### config.mk
export PLATFORM = sky130hd
export DESIGN_NAME = misc_config_regs
export DESIGN_NICKNAME = d
export VERILOG_FILES = /design/src/rtl/misc_config_pkg.sv /design/src/rtl/misc_config_regs.sv
export SDC_FILE = /design/constraint.sdc
export NUM_CORES = 1
export LEC_CHECK = 0
export BUFFER_PORTS_ARGS = -buffer_cell sky130_fd_sc_hd__buf_2
export CAP_MARGIN = 20
export CORE_UTILIZATION = 40
export CTS_CLUSTER_DIAMETER = 30
export DETAILED_ROUTE_END_ITERATION = 16
export PLACE_DENSITY = 0.74
export SLEW_MARGIN = 5
export SYNTH_ARGS = -nofsm -noshare
export SYNTH_HDL_FRONTEND = slang
export SYNTH_SLANG_ARGS = --single-unit
### constraint.sdc
create_clock -name pclk -period 1.79 [get_ports pclk]
set_input_delay 0.179 -clock pclk [delete_from_list [all_inputs] [get_ports pclk]]
set_output_delay 0.179 -clock pclk [all_outputs]
set_load 0.01 [all_outputs]
### src/rtl/misc_config_pkg.sv
/*
 Package for the miscellaneous configuration register bank: offsets, field positions, reset values.
 Assumes a 32-bit APB slave with one aligned word per register.
*/
package misc_config_pkg;

	// ****************************************
	// Register indices and address width
	// ****************************************
	localparam logic [7:0] IDX_DIMMING_LDO = 8'h56;
	localparam logic [7:0] IDX_PWM_FREQ_REFRATIO = 8'h57;
	localparam logic [7:0] IDX_TIMEOUT_SUPPLY = 8'h58;
	localparam logic [7:0] IDX_ONDEMAND_DIAG = 8'h59;
	localparam int ADDR_W = 12;

	// ****************************************
	// Field positions
	// ****************************************
	localparam int POS_AUTO_SS = 7;
	localparam int POS_REG_VOLT = 6;
	localparam int POS_EXP_DIM = 4;
	localparam int POS_PWM_FREQ = 4;
	localparam int POS_REF_RATIO = 0;
	localparam int POS_LINK_TIMEOUT = 4;
	localparam int POS_LOW_SUPPLY = 0;
	localparam int POS_DIAG_CURRENT = 4;
	localparam int POS_DIAG_PULSE = 0;

	// ****************************************
	// Writable masks, fixed reset values and the own-current code
	// ****************************************
	localparam logic [7:0] MASK_DIMMING_LDO = 8'hDF;
	localparam logic [7:0] MASK_PWM_FREQ_REFRATIO = 8'hF3;
	localparam logic [7:0] MASK_TIMEOUT_SUPPLY = 8'h7F;
	localparam logic [7:0] MASK_ONDEMAND_DIAG = 8'hFF;
	localparam logic [0:0] RST_AUTO_SS = 1'h0;
	localparam logic [3:0] RST_SPARE = 4'h0;
	localparam logic [7:0] RST_ZERO8 = 8'h00;
	localparam logic [7:0] DIAG_CURRENT_OWN = 8'h0F;

endpackage

### src/rtl/misc_config_regs.sv
/*
 Miscellaneous configuration register bank of a multi-channel LED driver, as an APB slave.
 Assumes the nonvolatile shadow inputs are stable on pclk around reset release.
*/
`timescale 1ns/10ps
`default_nettype none

module misc_config_regs
	import misc_config_pkg::*;
(
	input wire logic pclk,
	input wire logic presetn,
	input wire logic psel,
	input wire logic penable,
	input wire logic pwrite,
	input wire logic [ADDR_W-1:0] paddr,
	input wire logic [31:0] pwdata,
	input wire logic [3:0] pstrb,
	output logic [31:0] prdata,
	output logic pready,
	output logic pslverr,
	input wire logic nv_regulator_voltage_shadow,
	input wire logic nv_exponential_dimming_shadow,
	input wire logic [3:0] nv_pwm_frequency_shadow,
	input wire logic [1:0] nv_reference_ratio_shadow,
	input wire logic [2:0] nv_link_timeout_shadow,
	input wire logic [3:0] nv_low_supply_threshold_shadow,
	input wire logic [3:0] nv_ondemand_diag_current_shadow,
	input wire logic [3:0] nv_ondemand_diag_pulse_width_shadow,
	output logic auto_single_short_en,
	output logic regulator_voltage_sel,
	output logic exponential_dimming_en,
	output logic [3:0] pwm_frequency_sel,
	output logic [1:0] reference_ratio_sel,
	output logic [2:0] link_timeout_sel,
	output logic [3:0] low_supply_threshold_sel,
	output logic [3:0] ondemand_diag_current,
	output logic ondemand_diag_use_channel_current,
	output logic [3:0] ondemand_diag_pulse_width
);

	// ****************************************
	// State
	// ****************************************
	typedef struct packed {
		logic loaded;
		logic [7:0] misc0;
		logic [7:0] misc1;
		logic [7:0] misc2;
		logic [7:0] misc3;
		logic own_current;
		logic [31:0] rdata;
	} state_t;

	state_t cur;
	state_t next_cur;

	// Decodes a byte address to a register slot; 4 means unmapped
	function automatic logic [2:0] decode(input logic [ADDR_W-1:0] a);
		logic [2:0] slot;
		slot = 3'h4;
		if (a[1:0] == 2'h0) begin
			if (a[ADDR_W-1:2] == {2'h0, IDX_DIMMING_LDO})
				slot = 3'h0;
			else if (a[ADDR_W-1:2] == {2'h0, IDX_PWM_FREQ_REFRATIO})
				slot = 3'h1;
			else if (a[ADDR_W-1:2] == {2'h0, IDX_TIMEOUT_SUPPLY})
				slot = 3'h2;
			else if (a[ADDR_W-1:2] == {2'h0, IDX_ONDEMAND_DIAG})
				slot = 3'h3;
		end
		return slot;
	endfunction

	// Masked byte write: only writable bits change when lane 0 is strobed
	function automatic logic [7:0] wr(input logic [7:0] old, input logic [7:0] mask);
		logic [7:0] v;
		v = old;
		if (pstrb[0])
			v = (old & ~mask) | (pwdata[7:0] & mask);
		return v;
	endfunction

	logic [2:0] slot;
	logic access;

	assign slot = decode(paddr);
	assign access = psel && penable;

	// ****************************************
	// Next-state logic
	// ****************************************
	always_comb begin
		next_cur = cur;
		// Shadow load on the first edge after reset release; after that only APB writes change the registers
		if (!cur.loaded) begin
			next_cur.loaded = 1'b1;
			next_cur.misc0 = {RST_AUTO_SS, nv_regulator_voltage_shadow, 1'b0,
				nv_exponential_dimming_shadow, RST_SPARE};
			next_cur.misc1 = {nv_pwm_frequency_shadow, 2'h0, nv_reference_ratio_shadow};
			next_cur.misc2 = {1'b0, nv_link_timeout_shadow, nv_low_supply_threshold_shadow};
			next_cur.misc3 = {nv_ondemand_diag_current_shadow, nv_ondemand_diag_pulse_width_shadow};
		end else if (access && pwrite) begin
			unique case (slot)
				3'h0: begin
					next_cur.misc0 = wr(cur.misc0, MASK_DIMMING_LDO);
				end
				3'h1: begin
					next_cur.misc1 = wr(cur.misc1, MASK_PWM_FREQ_REFRATIO);
				end
				3'h2: begin
					next_cur.misc2 = wr(cur.misc2, MASK_TIMEOUT_SUPPLY);
				end
				3'h3: begin
					next_cur.misc3 = wr(cur.misc3, MASK_ONDEMAND_DIAG);
				end
				default: begin
				end
			endcase
		end
		// Decoded beside the code so the flag leaves a flip-flop, in step with the current field
		next_cur.own_current = (next_cur.misc3[POS_DIAG_CURRENT +: 4] == DIAG_CURRENT_OWN[3:0]);
		// Read data captured in the setup cycle so prdata comes from a flip-flop in the access phase
		if (psel && !penable && !pwrite) begin
			unique case (slot)
				3'h0: begin
					next_cur.rdata = {24'h000000, cur.misc0 & MASK_DIMMING_LDO};
				end
				3'h1: begin
					next_cur.rdata = {24'h000000, cur.misc1 & MASK_PWM_FREQ_REFRATIO};
				end
				3'h2: begin
					next_cur.rdata = {24'h000000, cur.misc2 & MASK_TIMEOUT_SUPPLY};
				end
				3'h3: begin
					next_cur.rdata = {24'h000000, cur.misc3};
				end
				default: begin
					next_cur.rdata = 32'h00000000;
				end
			endcase
		end
	end

	always_ff @(posedge pclk or negedge presetn) begin
		if (!presetn) begin
			cur <= '0;
		end else begin
			cur <= next_cur;
		end
	end

	// ****************************************
	// Bus answer and field outputs
	// ****************************************
	// Zero wait states; unmapped or misaligned addresses answer with an error
	assign pready = 1'b1;
	assign pslverr = access && (slot == 3'h4);
	assign prdata = cur.rdata;

	assign auto_single_short_en = cur.misc0[POS_AUTO_SS];
	assign regulator_voltage_sel = cur.misc0[POS_REG_VOLT];
	assign exponential_dimming_en = cur.misc0[POS_EXP_DIM];
	assign pwm_frequency_sel = cur.misc1[POS_PWM_FREQ +: 4];
	assign reference_ratio_sel = cur.misc1[POS_REF_RATIO +: 2];
	assign link_timeout_sel = cur.misc2[POS_LINK_TIMEOUT +: 3];
	assign low_supply_threshold_sel = cur.misc2[POS_LOW_SUPPLY +: 4];
	assign ondemand_diag_current = cur.misc3[POS_DIAG_CURRENT +: 4];
	assign ondemand_diag_use_channel_current = cur.own_current;
	assign ondemand_diag_pulse_width = cur.misc3[POS_DIAG_PULSE +: 4];

endmodule

`default_nettype wire

# [Yosys cells after proc, flatten, opt, wreduce, memory -nomap -nowiden]
# Index checks and enable logic that the tools add are counted.
[classes] n_reduce_logical=13 n_eq_ne=15 bitwise_logic=3 n_mux=16
[ops] op="32-bit 2-to-1 mux" n=2
[ops] op="8-bit 2-to-1 mux" n=8
[ops] op="10-bit by 7-bit == test with 1-bit output, second input constant" n=4
[ops] op="8-bit one-hot mux with 4 select lines" n=1
[ops] op="3-bit 2-to-1 mux" n=5
[ops] op="3-bit AND reduction" n=4
[ops] op="2-bit by 1-bit != test with 1-bit output, second input constant" n=5
[ops] op="4-bit by 8-bit OR with 8-bit output" n=1
[ops] op="6-bit by 8-bit OR with 8-bit output" n=1
[ops] op="8-bit by 7-bit OR with 8-bit output" n=1
[ops] op="3-bit by 2-bit == test with 1-bit output, second input constant" n=2
[ops] op="1-bit logical AND" n=5
[ops] op="4-bit == test, second input constant" n=1
[ops] op="3-bit by 1-bit == test with 1-bit output, second input constant" n=1
[ops] op="3-bit == test, second input constant" n=1
[ops] op="3-bit zero test" n=1
[ops] op="1-bit zero test" n=2
[ops] op="2-bit zero test" n=1
[ops] op="2-bit != test, second input constant" n=1
[word_totals] input_bits=76 regBits=66 word_cells=55

# [Depth between registers and ports, before layout]
# Gate-level depths: netlist of the first run.
[logic_depth] depth_word=11 mapped_depth=7 mapped_depth_nobuf=5

# [Worst setup path after synthesis of the first run]
# Ideal clock, no wire load.
[synth_path] path_kind="input port to flip-flop" startpoint="input paddr[1]" endpoint="register cur, in the netlist ondemand_diag_use_channel_current" arrival_ps=1802 setup_slack_ps=-133 cell_stages=6 required_time_ps=1670 n_path_buf=1 setup_time_ps=120 path_cell_list="or4_4 -> buf_6 -> nor4_4 -> nand2_4 -> a31o_2 -> and4_1"
[synth_rtl] element="from (decl)" line_no="misc_config_regs.sv:16" rtl="input wire logic [ADDR_W-1:0] paddr,"
[synth_rtl] element="to (signal assigned)" line_no="misc_config_regs.sv:149" rtl="cur <= next_cur;"
[synth_rtl] element="to (decl)" line_no="misc_config_regs.sv:55" rtl="state_t cur;"

==> flow_summary.yaml, run 1 <==
status:
  status: "finished, final reports clean"
route:
  drt_iter0_markers: 156
  drc: 0
  vias: 2010
  ant_nets: 0
  wirelength_um: 5916
  firstDrtPassIters: 4
  via_per_inst: 5.167
  routedWlPerCell_um: 15.21
grt:
  antenna_found_initial: 0
  grt_max_degree: 39
  grt_pass1_vias: 1854
  grtUsageTotal: 0.1986
  grt_pass1_wl_um: 9177
  grt-ovfl-total: 0
yosys:
  synthTopCellsByCount: "buf_4 (54), dfrtp_1 (38), nand2_1 (32)"
  syn_area_per_cell_um2: 9.569
  yosys_register_bits: 38
  yosys_warnings: 0
  synth-main-ff-cell: "dfrtp_1"
  yosysSeqAreaShare: 0.4073
  synth.distinct_cells: 40
  synth_most_common_cell: "buf_4"
  synth_edf_count: 0
  async_flop_share: 1.000
  syn_inst: 244
  yosys.area.top_type: "dfrtp_1"
  syn_area_mm2: 0.002335
  synthTopCellsByArea: "dfrtp_1 (41%), buf_4 (17%), nand2_1 (5.1%), nor4_4 (3.6%), nand3_1 (3.2%)"
  yosysTopAreaCellShare: 0.4073
clocking:
  insertion_delay_ps: 290
  numCtsBuffers: 5
  ctsLongestPathBuffers: 2
  cts_tree: "built"
  root_buffer: "clkbuf_8"
  cts.sinks: 38
  post_cts_buffers: 0
  htreeDepth: 2
  clkTransAtPathRegs_ps: 80
die:
  rows: 27
  fp.dieW_um: 78.40
  ios: 135
  dieArea_mm2: 0.006147
  initial_core_util: 0.4189
  core_area_mm2: 0.005574
  dieHeight_um: 78.40
worst_setup_path:
  crit_type: "in2reg"
  critical_path_required_ps: 2020
  r2r_end: "low_supply_threshold_sel[0]$_DFFE_PN0P_"
  rr_worst_depth: 5
  cp-startpoint: "paddr[1]"
  critPathLaunchType: "input port"
  crit_arrival_ps: 1930
  critPathCaptureType: "flop"
  r2r_setup_slack_ps: 260
  r2r_start: "cur[65]$_DFF_PN0_"
  worstPathMaxFanout: 6
  crit_end: "ondemand_diag_use_channel_current$_DFF_PN0_"
power_and_ir_drop:
  ir_drop_mv: 0.3191
  p_int_mw: 1.298
  pwr-share-seq: 0.519
  p_sw_frac: 0.2908
  cellLeakagePower_nw: 1.382
  p_comb_frac: 0.169
  power.switching_uw: 532.2
  finalPower_mw: 1.830
  clockPowerShare: 0.311
  powerDensity_mw_per_mm2: 665.6
timing:
  relSlewSlack: 0.6607
  whs_ps: 94.35
  rsz0062_at_grt: "no"
  period_needed_ps: 1691
  hold_violations: 0
  fmax_mhz: 591.5
  clock_skew_ps: 4.562
  finalCritPeriodShare: 0.9444
  maxSlewViolCount: 0
  finalSetupTns_ps: 0
  layout_setup_ws_ps: 99.48
  setup_viol: 0
  tightestPinTransition_ps: 508.4
finish:
  drive_above_1_share: 0.4101
  fin_nets: 393
  design_area_mm2: 0.002750
  fin_util: 0.4934
  area_growth_syn_to_layout_pct: 17.79
  final_cell_count_no_fill: 389
  fill_cells: 565
  num_antenna_cells: 0
placed_design:
  dp_hpwl_um: 4623
  io_buffers: 82
  pre_cts_ws_ps: -196.2
  place_inst: 381
  placed_area_mm2: 0.002656
  place.gp.congestion: 0.8235
run:
  drv_cap: 0
hold_path:
  holdCritPathClass: "in2reg"
  hold_depth: 3
-- worst max-delay path, stage by stage --
cell and delay, ps:
buf_2 100, or4_4 590, or4_4 580, o2bb2ai_2 160, a31o_2 130, and4_1 180
-- layout make-up --
| class | instances | area [um2] | area share |
|---|---|---|---|
| clock buffer | 5 | 68.82 | 0.02502 |
| clock inverter | 2 | 10.01 | 0.003640 |
| inverter | 9 | 33.78 | 0.01228 |
| multi-input combinational | 156 | 996.0 | 0.3621 |
| sequential | 38 | 950.9 | 0.3458 |
| tap | 72 | 90.09 | 0.03276 |
| timing repair buffer | 107 | 600.6 | 0.2184 |
-- flip-flops by register name, indices dropped and copies added, names as in the netlist --
| signal | flops |
|---|---|
| ondemand_diag_pulse_width | 4 |
| exponential_dimming_en | 1 |
| cur | 5 |
| ondemand_diag_current | 4 |
| regulator_voltage_sel | 1 |
| pwm_frequency_sel | 4 |
| prdata | 8 |
| low_supply_threshold_sel | 4 |
| reference_ratio_sel | 2 |
| auto_single_short_en | 1 |
| link_timeout_sel | 3 |
| ondemand_diag_use_channel_current | 1 |
-- what timing repair did --
action,in CTS,in global routing
endpoints found under the hold margin,38,0
gates resized for setup,0,1
setup endpoints to repair,0,1
hold buffers,1,0
-- worst min-delay path by stage --
stage | slack, ps | endpoint | startpoint
after floorplan | -120 | auto_single_short_en$_DFFE_PN0P_ | presetn
after global placement | 260 | prdata[5]$_DFFE_PN0P_ | presetn
after detailed placement | 260 | prdata[5]$_DFFE_PN0P_ | presetn
after CTS | 90 | low_supply_threshold_sel[1]$_DFFE_PN0P_ | nv_low_supply_threshold_shadow[1]
after global routing | 80 | low_supply_threshold_sel[1]$_DFFE_PN0P_ | nv_low_supply_threshold_shadow[1]
final | 90 | low_supply_threshold_sel[1]$_DFFE_PN0P_ | nv_low_supply_threshold_shadow[1]
-- layout by cell type (no fill, tap or decap), types with 2 or more instances in the layout --
cell       count
a21oi_1        4
a221o_1        2
a221oi_1       3
a222oi_1       3
a22o_1         4
a22oi_1        2
a31o_2         4
a32oi_1        5
and4_1         3
buf_2         82
buf_4         24
clkbuf_8       5
clkinv_2       2
conb_1        26
dfrtp_1       38
inv_1          9
mux2i_1        2
nand2_1       31
nand3_1       15
nor2_1         5
nor2b_1        2
nor4_4         4
o211ai_1       3
o21ai_0       13
o221ai_1       6
o2bb2ai_1      3
or4_4          2
-- cell families (layout without fill, tap and decap cells) --
logic type / count (synthesis) / in the layout / synth area share
AOI/OAI and AO/OA: 57 / 57 / 0.1854
other: 2 / 26 / 0.003217
DFF: 38 / 38 / 0.4073
buffers and inverters: 74 / 123 / 0.2095
and+or+nand+nor: 71 / 71 / 0.1860
muxes: 2 / 2 / 0.008575
-- power groups by stage --
stage               Clock, mW  Combinational, mW  Sequential [mW]
floorplan                   0              0.244            0.955
global placement            0              0.300            0.965
detailed placement          0              0.309            0.967
CTS                     0.576              0.312            0.950
global route            0.620              0.340            0.957
finish                  0.569              0.310            0.951
-- per-layer routing --
| layer | track usage | wire, um |
|---|---|---|
| met1 | 0.2592 | 2567 |
| met2 | 0.3246 | 2805 |
| met3 | 0.04651 | 464 |
| met4 | 0.06296 | 80 |
| met5 | 0 | 0 |
Power figures use the tool's default switching activity.
==> run 2, diff against run 1 <==
--- a/config.mk
+++ b/config.mk
@@ -7,6 +7,7 @@
 export LEC_CHECK = 0
 export BUFFER_PORTS_ARGS = -buffer_cell sky130_fd_sc_hd__buf_2
 export CAP_MARGIN = 20
+export CORE_ASPECT_RATIO = 1.5
 export CORE_UTILIZATION = 40
 export CTS_CLUSTER_DIAMETER = 30
 export DETAILED_ROUTE_END_ITERATION = 16
@@ -15,3 +16,4 @@
 export SYNTH_ARGS = -nofsm -noshare
 export SYNTH_HDL_FRONTEND = slang
 export SYNTH_SLANG_ARGS = --single-unit
+export TNS_END_PERCENT = 20
==> flow_summary.yaml, run 2 (synthesized netlist as in run 1, its figures left out) <==
clocking:
  cts_resized: 0
  cts.sinks: 38
  ctsLongestPathBuffers: 2
  root_buffer: "clkbuf_8"
  cts_tree: "built"
  htreeDepth: 2
  insertion_delay_ps: 290
  clkTransAtPathRegs_ps: 70
  post_cts_buffers: 0
  numCtsBuffers: 5
die:
  fp.dieW_um: 64.38
  core_area_mm2: 0.005533
  dieArea_mm2: 0.006153
  ios: 135
  dieHeight_um: 95.57
  initial_core_util: 0.4220
  rows: 33
worst_setup_path:
  critical_path_required_ps: 1610
  cp_common_cell: "buf_2"
  cp_num_buf_inv: 3
  critPathMaxStageDelay_ps: 560
  path_cells: "buf_2 -> or3b_2 -> a211oi_1 -> buf_4 -> nor2_1 -> buf_2"
  critPathTopFamily: "simple AND/OR/NAND/NOR gates"
  crit_type: "in2out"
  crit_arrival_ps: 1490
  critPathLaunchType: "input port"
  worstPathMaxFanout: 4
  cp_slowest_cell: "or3b_2"
  critPathCaptureType: "primary output"
route:
  drc: 0
  firstDrtPassIters: 4
  vias: 2040
  routedWlPerCell_um: 15.06
  wirelength_um: 5918
  drt_iter0_markers: 64
  via_per_inst: 5.191
  ant_nets: 0
timing:
  relSlewSlack: 0.6032
  clock_skew_ps: 9.986
  hold_violations: 0
  period_needed_ps: 1668
  finalCritPeriodShare: 0.9318
  maxSlewViolCount: 0
  setup_viol: 0
  rsz0062_at_grt: "no"
  tightestPinTransition_ps: 595.2
  fmax_mhz: 599.6
finish:
  design_area_mm2: 0.002819
  layout_common_cells: "buf_2 (82), dfrtp_1 (38), nand2_1 (32)"
  fin_nets: 399
  num_antenna_cells: 0
  drive_above_1_share: 0.4149
  area_growth_syn_to_layout_pct: 20.74
  largest_reg_flops: 8
  layout_commonest_cell: "buf_2"
  final_cell_count_no_fill: 393
placed_design:
  place.gp.congestion: 0.8846
  placed_area_mm2: 0.002696
  place_inst: 385
  dp_hpwl_um: 4822
  io_buffers: 82
run:
  drv_cap: 0
grt:
  grt_max_degree: 32
  grt_pass1_wl_um: 9397
  antenna_found_initial: 0
  grtUsageTotal: 0.2030
  grt-ovfl-total: 0
  grt_pass1_vias: 1940
power_and_ir_drop:
  cellLeakagePower_nw: 1.421
  finalPower_mw: 2.000
  ir_drop_mv: 0.3909
  powerDensity_mw_per_mm2: 709.4
status:
  status: "finished, final reports clean"
hold_path:
  holdCritPathClass: "in2reg"
run 2: layout make-up:
cell class / instances / area [um2]
clock inverters: 1 / 30.03
multi-input cells: 156 / 988.4
well taps: 70 / 87.58
clock buffers: 6 / 82.58
repair buffers: 113 / 645.6
inverters: 9 / 33.78
fillers: 570 / 2714
flip-flops and latches: 38 / 950.9
run 2: final timing paths:
kind,startpoint,endpoint,slack [ps],cells after the start
min in group asynchronous,presetn,ondemand_diag_use_channel_current$_DFF_PN0_,430,2
hold reg to reg,prdata[3]$_DFFE_PN0P_,prdata[3]$_DFFE_PN0P_,480,2
max in group asynchronous,presetn,reference_ratio_sel[1]$_DFFE_PN0P_,820,3
hold / removal,nv_low_supply_threshold_shadow[1],low_supply_threshold_sel[1]$_DFFE_PN0P_,90,3
setup / recovery,paddr[3],pslverr,120,6
setup reg to reg,cur[65]$_DFF_PN0_,low_supply_threshold_sel[0]$_DFFE_PN0P_,330,5
run 2: worst reg2reg max path, delay by kind of cell, from the launching register on:
| family | cells | cell delay, ps |
|---|---|---|
| AOI/OAI and AO/OA | 1 | 250 |
| DFF | 1 | 400 |
| buffers and inverters | 1 | 200 |
| and+or+nand+nor | 3 | 500 |
run 2: metrics by stage:
step / setup slack, ps / util / setup TNS [ps] / hold slack [ps]
after floorplan: -76.24 / - / -654.0 / -116.6
after global placement: -143.3 / 0.4873 / -1816 / 204.7
after detailed placement: -168.4 / 0.4873 / -2225 / 222.5
after CTS: 115.9 / 0.5095 / 0 / 93.75
after global routing: 1.973 / 0.5095 / 0 / 116.1
final: 122.1 / 0.5095 / 0 / 92.62
run 2: routing by layer:
metal  up-vias  global-route usage  routed length, um  share of wire
li1        960                   -                  -              -
met1       970              0.2328               2344           0.40
met2        99              0.3719               3135           0.53
met3        11             0.03828                305          0.052
met4         0             0.07037                133          0.022
met5         -                   0                  0              0
run 2: power breakdown:
group | total [mW] | internal (mW) | switching (mW)
registers | 0.951 | 0.907 | 0.0443
clock network | 0.737 | 0.446 | 0.291
logic | 0.312 | 0.134 | 0.178
total | 2.00 | 1.49 | 0.513
run 2: timing repair:
| item | CTS | global route |
|---|---|---|
| endpoints found under the hold margin | 24 | 0 |
| hold buffers | 1 | 0 |
| setup endpoints to repair | 0 | 0 |
